### src/hw/rtc_pkg.sv
// package for the router timeout, scrub and time-code control core
package rtc_pkg;
  localparam int NPORT = 13;
  localparam logic [7:0] REG_CFG = 8'h00;
  localparam logic [7:0] REG_TIMER_EN = 8'h04;
  localparam logic [7:0] REG_TC_EN = 8'h08;
  localparam logic [7:0] REG_TIMECODE = 8'h0C;
  localparam logic [7:0] REG_STATUS = 8'h10;
  localparam logic [7:0] REG_SCRUB = 8'h14;
  localparam logic [7:0] REG_TMO_BASE = 8'h40;
  localparam int CFG_TF_BIT = 16;
  localparam int CFG_LS_BIT = 17;
  localparam int ST_INV_BIT = 0;
  localparam int ST_MEM_BIT = 1;
  localparam logic [15:0] PRESC_RST = 16'h0063;
  localparam logic [15:0] TMO_RST = 16'h00FF;
  localparam logic [NPORT-1:0] TIMER_EN_RST = 13'h0000;
  localparam logic [NPORT-1:0] TC_EN_RST = 13'h1FFF;
  localparam int SCRUB_PERIOD_CYC = 67108864;
  localparam logic [7:0] SCRUB_LAST = 8'hFF;
  localparam logic [5:0] TC_STEP = 6'h01;
  localparam logic [1:0] TC_FLAGS_OK = 2'h0;

  // header lookup result presented by the routing table stage
  typedef struct packed {
    logic path;
    logic [4:0] port;
    logic rt_valid;
    logic ps_cfg;
    logic [NPORT-1:0] setup;
    logic mem_err;
  } rtc_hdr_t;

  typedef struct packed {
    logic [1:0] flags;
    logic [5:0] count;
  } rtc_tc_t;

  typedef enum logic [1:0] {ST_IDLE, ST_WAIT, ST_SEND} rtc_state_t;

  function automatic logic [NPORT-1:0] rtc_lowest(input logic [NPORT-1:0] m);
    logic [NPORT-1:0] r;
    r = m & (~m + 13'h0001);
    return r;
  endfunction

  function automatic logic rtc_invalid(input rtc_hdr_t h);
    logic bad;
    if (h.path)
      bad = (h.port >= 5'(NPORT));
    else
      bad = !h.rt_valid || !h.ps_cfg || (h.setup[NPORT-1:1] == '0);
    return bad;
  endfunction

  function automatic logic [NPORT-1:0] rtc_dest(input rtc_hdr_t h);
    logic [NPORT-1:0] m;
    m = h.ps_cfg ? {h.setup[NPORT-1:1], 1'b0} : '0;
    if (h.path)
      m = m | (13'h0001 << h.port);
    return m;
  endfunction
endpackage

### src/hw/rtc_core.sv
// switch core control: packet timeouts, autoscrub, time-code distribution
//
// Local design decisions: the register addresses and strobed register access.
`timescale 1ns/1ps
`default_nettype none
module rtc_core
#(
  parameter int SCRUB_PERIOD = rtc_pkg::SCRUB_PERIOD_CYC
)
(
  // clock and reset
  input wire logic sys_clk,
  input wire logic reset,
  // register port
  input wire logic [7:0] reg_addr,
  input wire logic [31:0] reg_wdata,
  input wire logic reg_wr,
  input wire logic reg_rd,
  output logic [31:0] reg_rdata_q,
  // per source port: header lookup and traffic events
  input wire logic [rtc_pkg::NPORT-1:0] hdr_valid,
  input wire rtc_pkg::rtc_hdr_t [rtc_pkg::NPORT-1:0] hdr,
  input wire logic [rtc_pkg::NPORT-1:0] char_tx,
  input wire logic [rtc_pkg::NPORT-1:0] pkt_done,
  // link state from the codecs, other clock domain
  input wire logic [rtc_pkg::NPORT-1:0] link_running,
  // routing results
  output logic [rtc_pkg::NPORT-1:0][rtc_pkg::NPORT-1:0] alloc_q,
  output logic [rtc_pkg::NPORT-1:0] spill_q,
  output logic [rtc_pkg::NPORT-1:0] eep_q,
  output logic [rtc_pkg::NPORT-1:0] link_start_q,
  output logic [rtc_pkg::NPORT-1:0] invalid_addr_q,
  // time-codes
  input wire logic [rtc_pkg::NPORT-1:0] tc_in_valid,
  input wire rtc_pkg::rtc_tc_t [rtc_pkg::NPORT-1:0] tc_in,
  output logic [rtc_pkg::NPORT-1:0] tc_out_valid_q,
  output rtc_pkg::rtc_tc_t tc_out_q,
  output logic tick_q,
  // table scrub strobe
  output logic scrub_strobe_q,
  output logic [7:0] scrub_addr_q
);
  import rtc_pkg::*;

  // ------------------------------------------------------------
  // registers
  // ------------------------------------------------------------
  logic [15:0] presc_q;
  logic timecode_flag_filter_q;
  logic ls_en_q;
  logic scrub_en_q;
  logic [NPORT-1:0] timer_en_q;
  logic [NPORT-1:0] timecode_port_enable_q;
  logic [15:0] tmo_q [NPORT];
  logic inv_flag_q;
  logic memory_error_flag_q;
  rtc_tc_t tcount_q;
  logic [7:0] scrub_addr;
  logic scrub_strobe;
  logic [31:0] rd_d;
  logic [NPORT-1:0] inv_evt;
  logic [NPORT-1:0] mem_evt;
  logic [7:0] tmo_idx;

  assign tmo_idx = (reg_addr - REG_TMO_BASE) >> 2;

  always_ff @(posedge sys_clk or posedge reset)
  begin
    if (reset)
    begin
      presc_q <= PRESC_RST;
      timecode_flag_filter_q <= 1'b0;
      ls_en_q <= 1'b0;
      scrub_en_q <= 1'b0;
      timer_en_q <= TIMER_EN_RST;
      timecode_port_enable_q <= TC_EN_RST;
    end
    else if (reg_wr)
    begin
      if (reg_addr == REG_CFG)
      begin
        presc_q <= reg_wdata[15:0];
        timecode_flag_filter_q <= reg_wdata[CFG_TF_BIT];
        ls_en_q <= reg_wdata[CFG_LS_BIT];
      end
      if (reg_addr == REG_TIMER_EN)
        timer_en_q <= reg_wdata[NPORT-1:0];
      if (reg_addr == REG_TC_EN)
        timecode_port_enable_q <= reg_wdata[NPORT-1:0];
      if (reg_addr == REG_SCRUB)
        scrub_en_q <= reg_wdata[0];
    end
  end

  // per-port timeout in prescaler ticks, one timeout word per port
  genvar gp;
  generate
    for (gp = 0; gp < NPORT; gp++)
    begin : g_tmo
      always_ff @(posedge sys_clk or posedge reset)
      begin
        if (reset)
          tmo_q[gp] <= TMO_RST;
        else if (reg_wr && reg_addr >= REG_TMO_BASE && tmo_idx == 8'(gp))
          tmo_q[gp] <= reg_wdata[15:0];
      end
    end
  endgenerate

  // sticky status: a new event in the clearing cycle survives
  always_ff @(posedge sys_clk or posedge reset)
  begin
    if (reset)
    begin
      inv_flag_q <= 1'b0;
      memory_error_flag_q <= 1'b0;
    end
    else
    begin
      inv_flag_q <= (|inv_evt) || (inv_flag_q &&
        !(reg_wr && reg_addr == REG_STATUS && reg_wdata[ST_INV_BIT]));
      memory_error_flag_q <= (|mem_evt) || (memory_error_flag_q &&
        !(reg_wr && reg_addr == REG_STATUS && reg_wdata[ST_MEM_BIT]));
    end
  end

  always_comb
  begin
    rd_d = 32'h00000000;
    if (reg_addr == REG_CFG)
      rd_d = {14'h0000, ls_en_q, timecode_flag_filter_q, presc_q};
    else if (reg_addr == REG_TIMER_EN)
      rd_d[NPORT-1:0] = timer_en_q;
    else if (reg_addr == REG_TC_EN)
      rd_d[NPORT-1:0] = timecode_port_enable_q;
    else if (reg_addr == REG_TIMECODE)
      rd_d[7:0] = tcount_q;
    else if (reg_addr == REG_STATUS)
      rd_d[1:0] = {memory_error_flag_q, inv_flag_q};
    else if (reg_addr == REG_SCRUB)
      rd_d = {16'h0000, scrub_addr, 7'h00, scrub_en_q};
    else if (reg_addr >= REG_TMO_BASE && tmo_idx < 8'(NPORT))
      rd_d[15:0] = tmo_q[tmo_idx[3:0]];
  end

  always_ff @(posedge sys_clk or posedge reset)
  begin
    if (reset)
      reg_rdata_q <= 32'h00000000;
    else if (reg_rd)
      reg_rdata_q <= rd_d;
    else
      reg_rdata_q <= 32'h00000000;
  end

  // ------------------------------------------------------------
  // link state synchroniser and global prescaler
  // ------------------------------------------------------------
  logic [NPORT-1:0] run_meta_q;
  logic [NPORT-1:0] run_q;
  logic [15:0] pcnt_q;
  logic ptick;

  always_ff @(posedge sys_clk or posedge reset)
  begin
    if (reset)
    begin
      run_meta_q <= '0;
      run_q <= '0;
    end
    else
    begin
      run_meta_q <= link_running;
      run_q <= run_meta_q;
    end
  end

  always_ff @(posedge sys_clk or posedge reset)
  begin
    if (reset)
      pcnt_q <= 16'h0000;
    else if (ptick)
      pcnt_q <= 16'h0000;
    else
      pcnt_q <= pcnt_q + 16'h0001;
  end

  assign ptick = (pcnt_q >= presc_q);

  // ------------------------------------------------------------
  // per-source routing with timeouts
  // ------------------------------------------------------------
  rtc_state_t st_q [NPORT];
  logic [NPORT-1:0] cand_q [NPORT];
  logic [NPORT-1:0] dist_q;
  logic [NPORT-1:0] busy;
  logic [NPORT-1:0] taken;
  logic [NPORT-1:0] grant [NPORT];
  logic [NPORT-1:0] need;
  logic [NPORT-1:0] run;
  logic [NPORT-1:0] restart;
  logic [NPORT-1:0] expired;
  logic [NPORT-1:0] eep_d;
  logic [NPORT-1:0] ls_d;

  // configuration port 0 is a source like any other
  generate
    for (gp = 0; gp < NPORT; gp++)
    begin : g_tmr
      rtc_port_timer u_tmr
      (
        .sys_clk(sys_clk),
        .reset(reset),
        .run(run[gp] && timer_en_q[gp]),
        .restart(restart[gp]),
        .tick(ptick),
        .timeout(tmo_q[gp]),
        .expired(expired[gp])
      );
    end
  endgenerate

  // lowest source wins a contested output in one cycle
  always_comb
  begin
    busy = '0;
    taken = '0;
    for (int s = 0; s < NPORT; s++)
      busy = busy | alloc_q[s];
    for (int s = 0; s < NPORT; s++)
    begin
      grant[s] = '0;
      if (st_q[s] == ST_WAIT)
      begin
        if (dist_q[s])
        begin
          if ((cand_q[s] & ~run_q) == '0 && (cand_q[s] & (busy | taken)) == '0)
            grant[s] = cand_q[s];
        end
        else
          grant[s] = rtc_lowest(cand_q[s] & run_q & ~busy & ~taken);
      end
      taken = taken | grant[s];
    end
  end

  // timer runs only on a link-down wait or during transmission
  always_comb
  begin
    ls_d = '0;
    for (int s = 0; s < NPORT; s++)
    begin
      need[s] = dist_q[s] ? |(cand_q[s] & ~run_q)
                          : ~|(cand_q[s] & run_q);
      run[s] = 1'b0;
      restart[s] = 1'b0;
      if (st_q[s] == ST_WAIT)
      begin
        run[s] = need[s];
        restart[s] = !need[s];
        if (need[s] && ls_en_q)
          ls_d = ls_d | (cand_q[s] & ~run_q);
      end
      else if (st_q[s] == ST_SEND)
      begin
        run[s] = 1'b1;
        restart[s] = char_tx[s];
      end
    end
  end

  always_comb
  begin
    eep_d = '0;
    for (int s = 0; s < NPORT; s++)
    begin
      inv_evt[s] = hdr_valid[s] && st_q[s] == ST_IDLE && rtc_invalid(hdr[s]);
      mem_evt[s] = hdr_valid[s] && st_q[s] == ST_IDLE && hdr[s].mem_err;
      if (st_q[s] == ST_SEND && expired[s])
        eep_d = eep_d | alloc_q[s];
    end
  end

  // with the timer off nothing expires, so a stall just blocks
  always_ff @(posedge sys_clk or posedge reset)
  begin
    if (reset)
    begin
      for (int s = 0; s < NPORT; s++)
      begin
        st_q[s] <= ST_IDLE;
        cand_q[s] <= '0;
        alloc_q[s] <= '0;
      end
      dist_q <= '0;
      spill_q <= '0;
    end
    else
    begin
      for (int s = 0; s < NPORT; s++)
      begin
        spill_q[s] <= 1'b0;
        unique case (st_q[s])
          ST_IDLE:
            if (hdr_valid[s])
            begin
              if (inv_evt[s] || mem_evt[s])
                spill_q[s] <= 1'b1;
              else
              begin
                cand_q[s] <= rtc_dest(hdr[s]);
                dist_q[s] <= hdr[s].setup[0];
                st_q[s] <= ST_WAIT;
              end
            end
          ST_WAIT:
            if (grant[s] != '0)
            begin
              alloc_q[s] <= grant[s];
              st_q[s] <= ST_SEND;
            end
            else if (expired[s])
            begin
              spill_q[s] <= 1'b1;
              st_q[s] <= ST_IDLE;
            end
          ST_SEND:
            if (pkt_done[s])
            begin
              alloc_q[s] <= '0;
              st_q[s] <= ST_IDLE;
            end
            else if (expired[s])
            begin
              spill_q[s] <= 1'b1;
              alloc_q[s] <= '0;
              st_q[s] <= ST_IDLE;
            end
        endcase
      end
    end
  end

  always_ff @(posedge sys_clk or posedge reset)
  begin
    if (reset)
    begin
      eep_q <= '0;
      link_start_q <= '0;
      invalid_addr_q <= '0;
    end
    else
    begin
      eep_q <= eep_d;
      link_start_q <= ls_d;
      invalid_addr_q <= inv_evt;
    end
  end

  // ------------------------------------------------------------
  // time-code distribution
  // ------------------------------------------------------------
  logic [NPORT-1:0] tc_ok;
  logic [NPORT-1:0] tc_sel;
  rtc_tc_t tc_pick;

  always_comb
  begin
    tc_pick = '0;
    for (int p = 0; p < NPORT; p++)
      tc_ok[p] = tc_in_valid[p] && timecode_port_enable_q[p] &&
                 (!timecode_flag_filter_q ||
                  tc_in[p].flags == TC_FLAGS_OK);
    tc_sel = rtc_lowest(tc_ok);
    for (int p = 0; p < NPORT; p++)
      if (tc_sel[p])
        tc_pick = tc_in[p];
  end

  // counter follows the lowest-numbered accepted code; only a +1 step is forwarded
  always_ff @(posedge sys_clk or posedge reset)
  begin
    if (reset)
    begin
      tcount_q <= '0;
      tick_q <= 1'b0;
      tc_out_valid_q <= '0;
      tc_out_q <= '0;
    end
    else
    begin
      tick_q <= 1'b0;
      tc_out_valid_q <= '0;
      if (tc_ok != '0)
      begin
        tcount_q <= tc_pick;
        if (tc_pick.count == tcount_q.count + TC_STEP)
        begin
          tick_q <= 1'b1;
          tc_out_q <= tc_pick;
          tc_out_valid_q <= timecode_port_enable_q & ~tc_sel;
        end
      end
    end
  end

  // ------------------------------------------------------------
  // autoscrub, only in cycles with no header lookup
  // ------------------------------------------------------------
  rtc_scrubber #(.PERIOD(SCRUB_PERIOD)) u_scrub
  (
    .sys_clk(sys_clk),
    .reset(reset),
    .enable(scrub_en_q),
    .free_slot(~|hdr_valid),
    .strobe(scrub_strobe),
    .addr(scrub_addr)
  );

  always_ff @(posedge sys_clk or posedge reset)
  begin
    if (reset)
    begin
      scrub_strobe_q <= 1'b0;
      scrub_addr_q <= 8'h00;
    end
    else
    begin
      scrub_strobe_q <= scrub_strobe;
      scrub_addr_q <= scrub_addr;
    end
  end
endmodule
`default_nettype wire

### src/hw/rtc_port_timer.sv
// per-port packet timeout timer driven by the global prescaler tick
`timescale 1ns/1ps
`default_nettype none
module rtc_port_timer
(
  // clock and reset
  input wire logic sys_clk,
  input wire logic reset,
  // control
  input wire logic run,
  input wire logic restart,
  input wire logic tick,
  input wire logic [15:0] timeout,
  // status
  output logic expired
);
  import rtc_pkg::*;
  logic [15:0] cnt_q;

  // reload on restart or when idle so every wait starts a full period
  always_ff @(posedge sys_clk or posedge reset)
  begin
    if (reset)
      cnt_q <= 16'h0000;
    else if (restart || !run)
      cnt_q <= 16'h0000;
    else if (tick && !expired)
      cnt_q <= cnt_q + 16'h0001;
  end

  assign expired = run && (cnt_q == timeout);
endmodule
`default_nettype wire

### src/hw/rtc_scrubber.sv
// background refresh walker for routing table and port setup memories
`timescale 1ns/1ps
`default_nettype none
module rtc_scrubber
#(
  parameter int PERIOD = rtc_pkg::SCRUB_PERIOD_CYC
)
(
  // clock and reset
  input wire logic sys_clk,
  input wire logic reset,
  // control
  input wire logic enable,
  input wire logic free_slot,
  // memory strobe
  output logic strobe,
  output logic [7:0] addr
);
  import rtc_pkg::*;
  logic [26:0] wait_q;
  logic pend_q;
  logic [7:0] addr_q;

  always_ff @(posedge sys_clk or posedge reset)
  begin
    if (reset)
    begin
      wait_q <= 27'h0000000;
      pend_q <= 1'b0;
    end
    else if (!enable)
    begin
      wait_q <= 27'h0000000;
      pend_q <= 1'b0;
    end
    else if (pend_q)
    begin
      if (free_slot)
        pend_q <= 1'b0;
    end
    else if (wait_q == 27'(PERIOD - 1))
    begin
      wait_q <= 27'h0000000;
      pend_q <= 1'b1;
    end
    else
      wait_q <= wait_q + 27'h0000001;
  end

  // one read-rewrite of both tables at the same index per slot
  always_ff @(posedge sys_clk or posedge reset)
  begin
    if (reset)
      addr_q <= 8'h00;
    else if (!enable)
      addr_q <= 8'h00;
    else if (pend_q && free_slot)
      addr_q <= (addr_q == SCRUB_LAST) ? 8'h00 : addr_q + 8'h01;
  end

  assign strobe = enable && pend_q && free_slot;
  assign addr = addr_q;
endmodule
`default_nettype wire
### config.mk
export PLATFORM = sky130hd
export DESIGN_NAME = rtc_core
export DESIGN_NICKNAME = d
export VERILOG_FILES = /design/src/hw/rtc_pkg.sv /design/src/hw/rtc_core.sv /design/src/hw/rtc_port_timer.sv /design/src/hw/rtc_scrubber.sv
export SDC_FILE = /design/constraint.sdc
export NUM_CORES = 2
export LEC_CHECK = 0
export BUFFER_PORTS_ARGS = -buffer_cell sky130_fd_sc_hd__buf_2
export CAP_MARGIN = 20
export CORE_ASPECT_RATIO = 0.75
export CORE_UTILIZATION = 28
export DETAILED_ROUTE_END_ITERATION = 12
export SLEW_MARGIN = 10
export SYNTH_ARGS = -nofsm -noshare
export SYNTH_HDL_FRONTEND = slang
export SYNTH_SLANG_ARGS = --single-unit
### constraint.sdc
create_clock -name sys_clk -period 73.9 [get_ports sys_clk]
set_input_delay 18.475 -clock sys_clk [delete_from_list [all_inputs] [get_ports sys_clk]]
set_output_delay 18.475 -clock sys_clk [all_outputs]
set_load 0.02 [all_outputs]
# Word level (Yosys, flattened, before mapping)

Cells that the tools add are included.

Flip-flop bits (word level): 1,041
Word-level logic and storage cells: 1,428
Output and inout port bits: 284

$add $sub $neg: 32
Equal/unequal tests: 113
$lt $le $gt $ge: 17
Shift-type cells: 13
Muxes and demuxes: 459
Bitwise operators: 194
Reduce and logical (&&, ||, !) cells: 495

Operators by type and width:

| operator                | count |
|---|---|
| $mux W13                | 147 |
| $and A13 B13 Y13        | 79 |
| $or A13 B13 Y13         | 72 |
| $mux W16                | 31 |
| $not A13 Y13            | 29 |
| $reduce_or A13 Y1       | 29 |
| $logic_not A13 Y1       | 26 |
| $pmux W13 S2            | 13 |
| $add A16 B1 Y16 const B | 14 |
| $eq A16 B16 Y1          | 13 |
| $add A13 B1 Y13 const B | 14 |
| $reduce_bool A13 Y1     | 14 |
| $shl A1 B5 Y13 const A  | 13 |
| $logic_and A1 B1 Y1     | 166 |
| $logic_not A12 Y1       | 13 |
| $mux W1                 | 149 |
| $mux W8                 | 18 |
| $mux W2                 | 66 |
| $logic_not A1 Y1        | 82 |
| $mux W27                | 3 |
| $pmux W2 S3             | 13 |
| $reduce_and A3 Y1       | 26 |
| $logic_or A1 B1 Y1      | 67 |
| $ge A5 B4 Y1 const B    | 13 |
| 35 further kinds        | 213 |

# Longest topological paths before layout

Depth in word-level cells: 117
Mapped depth: 66
Gate-level depth less buffers: 49

# Modules after synthesis

Synthesis repeated with hierarchy kept, for this count alone.

Cells, all modules: 8,562
Area total of the unflattened synthesis: 73,422.9 µm²

By module, submodules not included:

| module                               | area each (µm²) | cells each | instances |
|---|---|---|---|
| rtc_core                             | 57,812.9        | 6,864      | 1 |
| rtc_port_timer at g_tmr[0].u_tmr ... | 1,059.8         | 117        | 10 |
| rtc_port_timer at g_tmr[7].u_tmr ... | 1,037.2         | 109        | 3 |
| rtc_scrubber                         | 1,900.6         | 201        | 1 |

# Worst setup path after synthesis

OpenSTA, ideal clock, no wires.

Kind: input-to-reg
Start point: input tc_in[15] (netlist bit)
End point: register tc_out_q[6] (netlist bit)
Stages: 17
Setup time: 0.082 ns
Buffers on the path: 2
Data arrival time: 21.978 ns
Setup slack: 51.841 ns
Data required time: 73.818 ns
Path through: o21ai_0 and3_1 clkbuf_1 a221oi_1 nor2_1 a221o_1 a221o_1 a221o_1 a211o_1 a222oi_1 o22ai_1 a211oi_1 nand4_1 nor2_1 clkbuf_1 nor2_1 a31oi_1

Word-level cells in the longest chain between the ends: 20
Elaborated cells on any way between the ends: 21
Those cells by class: add/sub (1); eq/ne (1); mux (12); bitwise (2); reduce/logical (5)

RTL lines:

| what                               | RTL line        | text |
|---|---|---|
| from (decl)                        | rtc_core.sv:35  | `input wire rtc_pkg::rtc_tc_t [rtc_pkg::NPORT-1:0] tc_in,` |
| $logic_not A2 Y1 *                 | rtc_core.sv:373 | `tc_in[p].flags == TC_FLAGS_OK);` |
| $logic_or A1 B1 Y1 *               | rtc_core.sv:372 | `(!timecode_flag_filter_q \|\|` |
| $logic_and A1 B1 Y1 *              | rtc_core.sv:371 | `tc_ok[p] = tc_in_valid[p] && timecode_port_enable_q[p] &&` |
| $not A13 Y13                       | rtc_pkg.sv:43   | `r = m & (~m + 13'h0001);` |
| $add A13 B1 Y13                    | rtc_pkg.sv:43   |  |
| $and A13 B13 Y13                   | rtc_pkg.sv:43   |  |
| $mux W8 (12 in a row)              | rtc_core.sv:376 | `if (tc_sel[p])` |
| $eq A6 B6 Y1                       | rtc_core.sv:397 | `if (tc_pick.count == tcount_q.count + TC_STEP)` |
| $reduce_and A2 Y1 (no source line) | n/a             |  |
| to (signal assigned)               | rtc_core.sv:400 | `tc_out_q <= tc_pick;` |
| to (decl)                          | rtc_core.sv:37  | `output rtc_pkg::rtc_tc_t tc_out_q,` |

Every way passes the cells marked *; elsewhere a longest branch is shown, timed or not.
A chain may end at the register's enable or synchronous reset.

# Final worst setup path

Start point: input tc_in[6] (netlist bit)
End point: register tc_out_q[1] (netlist bit)

Word-level cells in the longest chain between the ends: 21
Elaborated cells on any way between the ends: 22
Those cells by class: add/sub (1); eq/ne (1); mux (13); bitwise (2); reduce/logical (5)

RTL lines:

| what                               | RTL line |
|---|---|
| $logic_not A2 Y1 *                 | rtc_core.sv:373 |
| $logic_or A1 B1 Y1 *               | rtc_core.sv:372 |
| $logic_and A1 B1 Y1 *              | rtc_core.sv:371 |
| $not A13 Y13                       | rtc_pkg.sv:43 |
| $add A13 B1 Y13                    | rtc_pkg.sv:43 |
| $and A13 B13 Y13                   | rtc_pkg.sv:43 |
| $mux W8 (13 in a row)              | rtc_core.sv:376 |
| $eq A6 B6 Y1                       | rtc_core.sv:397 |
| $reduce_and A2 Y1 (no source line) | n/a |

Marked as above.

==> results.tsv <==
stage	metric	value	unit
clock_tree	Hold Buf Count CTS	0	
placed_design	Final Wtd Congestion	1.09	
detailed_routing	TritonRoute pass-1 iters	13	
placed_design	Port Buf Inserts	754	
timing	RSZ-0062 raised after global routing	no	
final_layout	area grow syn2layout	16.9	%
yosys	synth unique cells	157	
pwr	total power	2.74	mW
worst_setup_path	worst path required time	74.63	ns
global_routing	first-pass GRT wire length	624	mm
global_routing	vias in the first global route	75457	
yosys	post-synthesis instance total	8725	
clock_tree	CTS clock-pin slew for the worst setup and hold paths	0.06	ns
pwr	Pwr per Cell Area	31.6	nW/um^2
worst_setup_path	Setup crit end kind	flop	
clock_tree	CTS Buf Count	114	
timing	post-layout min period	22.85	ns
outcome	status	complete, no violations	
worst_setup_path	crit path DAT	23.58	ns
detailed_routing	Iter 0 DRT Violations	13122	
worst_setup_path	Worst Path Max Fanout	15	
floorplan	die area	267000	um^2
worst_setup_path	cell mode on critical path	a221o_1	
floorplan	Die Y	448	um
worst_setup_path	delay of the slowest critical-path stage	0.71	ns
timing	setup tns final	0	ns
global_routing	global-route usage over all layers	0.330	
yosys	mean area per synthesized cell	8.50	um^2
timing	worst-margin pin slew	1.32	ns
pwr	maximum vdd ir drop	0.0317	mV
yosys	cell taking the most area after synthesis	dfrtp_1	
timing	Final Max Slew Viols	0	
timing	crit share post-route	0.309	
clock_tree	Clock Root Buffer	clkbuf_16	
placed_design	HPWL reported at the end of detailed placement	359	mm
timing	clock skew	0.115	ns
worst_setup_path	r2r setup slk	52.21	ns
yosys	EDFF count, synth	0	
clock_tree	later-pin clock latency in the skew report	0.86	ns
run	max cap viols	0	
floorplan	Core ar.	263000	um^2
pwr	P_leak	34.8	nW
floorplan	row cnt	163	
detailed_routing	WL per Instance	35.1	um
yosys	Seq/Total Area, Yosys	0.349	
yosys	prevailing post-synth register cell	dfrtp_1	
floorplan	starting density of the core	0.282	
min_path	HP Class	flop to flop	
worst_setup_path	critical path class	input pin to flop	
global_routing	initial antenna violation count	53	
global_routing	pin count of the biggest net entering global routing	137	
timing	Slew HR	0.0975	
detailed_routing	Routed Antenna Nets	0	
floorplan	DIE WIDTH	596	um
timing	worst hold margin	0.348	ns
worst_setup_path	Cell Chain, Critical Path	buf_2 -> o21ai_0 -> nand3_1 -> clkinv_1 -> a221oi_1 -> nor2_1 -> a221o_1 -> a221o_1 -> a221o_1 -> a211o_1 -> a222oi_1 -> o22ai_1 -> a211oi_1 -> nand4_1 -> nor2_1 -> buf_4 -> mux2_2	
detailed_routing	Via-to-Cell Ratio	6.31	
yosys	synthesized cell area	74200	um^2
placed_design	DP Area	82500	um^2
final_layout	post-route cell area	86700	um^2
final_layout	share of layout cells above drive strength 1	0.209	
yosys	synthesis warning total	0	
worst_setup_path	CP Launch Type	input pin	
timing	Final Hold Fails	0	
floorplan	I/O pin cnt	783	
detailed_routing	WL final	459	mm
final_layout	Post-layout nets	9976	
yosys	Synth area leaders	dfrtp_1 31%, nor2_1 4.4%, nand2_1 4.4%	
clock_tree	CTS H-tree depth	3	
global_routing	Overflow after GRT	0	
detailed_routing	Via Count	82443	
yosys	share of the synthesized area in the top cell type	0.306	
yosys	ys async rst share	1.00	
final_layout	Final Core Density	0.329	
clock_tree	CTS resizes	0	
clock_tree	CTS sink cnt	1027	
yosys	FF+latch count, synth	1027	
worst_setup_path	CP max-delay cell	a222oi_1	
clock_tree	CTS tree	yes	
clock_tree	post-CTS setup buffer count	0	
timing	Final setup viols	0	
clock_tree	Max Root-Sink Buffers	3	
timing	maximum clock rate	43.8	MHz
detailed_routing	Post-route DRC	0	
==> flip-flops by register name, indices dropped and copies added, names as in the netlist, 16 cells and up <==
register / cells
alloc_q: 169
cand_q: 169
g_tmr.u_tmr.cnt_q: 208
pcnt_q: 16
presc_q: 16
reg_rdata_q: 18
st_q: 26
tmo_q: 208
u_scrub.wait_q: 27
==> where the power goes <==
part	switching, mW	internal, mW
registers	0.165	0.656
logic	0.944	0.345
clock network	0.277	0.356
total	1.39	1.36
==> kinds of logic after synthesis <==
logic type / synth area share
flops: 0.349
simple gates: 0.256
compound gates: 0.222
other cells: 0.0000506
mux: 0.0627
fa+ha+maj: 0.0121
xor+xnor: 0.0466
buf+inv: 0.0514
==> metrics by stage <==
step	setup slack (ns)	instances
floorplan	26.72	8738
global placement	50.13	12823
detailed placement	50.13	12828
CTS	51.02	13043
global route	50.53	13055
finish	51.05	13073
==> per-layer routing <==
metal | share of wire | vias to the layer above | routed length [um] | GRT usage
met3 | 0.15 | 1419 | 67700 | 0.145
met4 | 0.073 | 35 | 33400 | 0.193
met2 | 0.39 | 6258 | 178000 | 0.452
li1 | - | 34221 | - | -
met5 | 0.00079 | - | 364 | 0
met1 | 0.39 | 40510 | 180000 | 0.424
==> worst max-delay path, delay by kind of cell <==
family	cells	cell delay, ns
buffers and inverters	3	0.84
multiplexers	1	0.35
AO/OA/AOI/OAI	9	2.66
AND/OR/NAND/NOR	4	1.22
==> synth_stat cells, drive strengths merged (236+ instances only) <==
library cell	number
dfrtp	906
nor2	880
nand2	872
o21ai	467
a21oi	442
clkbuf	371
nand3	366
inv	337
nand4	321
xnor2	284
mux2	271
a22oi	243
nor3	236
==> placed cells by master, fill, tap and decap left out, drive strengths merged, types with 42 or more instances in the layout <==
master and count:
nor3b 44, a221oi 78, buf 1077, and2 101, a211oi 68, o21ai 467
clkinv 42, dfrtp 906, o211ai 49, and3 141, o2111ai 47, xor2 111
clkbuf 152, and4 50, ha 72, o22ai 114, nor4 219, dfstp 121
o31ai 65, a22o 54, a21oi 442, nand3 366, mux2 271, nor2 880
nand2b 80, a31oi 90, or2 45, xnor2 284, a32oi 70, nand2 872
inv 344, or3 78, nor3 236, nor2b 106, a222oi 58, mux4 58
a22oi 243, nand4 321
==> path summary, 6_finish.rpt <==
path	endpoint	depth (start not counted)	startpoint
hold reg to reg	run_q[5]	0	run_meta_q[5]
min in group asynchronous	cand_q[132]	2	reset
hold / removal	run_q[5]	0	run_meta_q[5]
setup reg to reg	spill_q[12]	47	alloc_q[107]
max in group asynchronous	g_tmr[7].u_tmr.cnt_q[9]	6	reset
setup / recovery	tc_out_q[1]	17	tc_in[6]
==> cell type report <==
class / instances / area (um^2)
fillers: 27820 / 177000
multi-input cells: 6837 / 44700
flip-flops and latches: 1027 / 25900
repair buffers: 1078 / 6250
well taps: 3547 / 4440
clock buffers: 151 / 3170
inverters: 347 / 1330
clock inverters: 64 / 942
diodes: 22 / 55.1
Power figures use the tool's default switching activity.
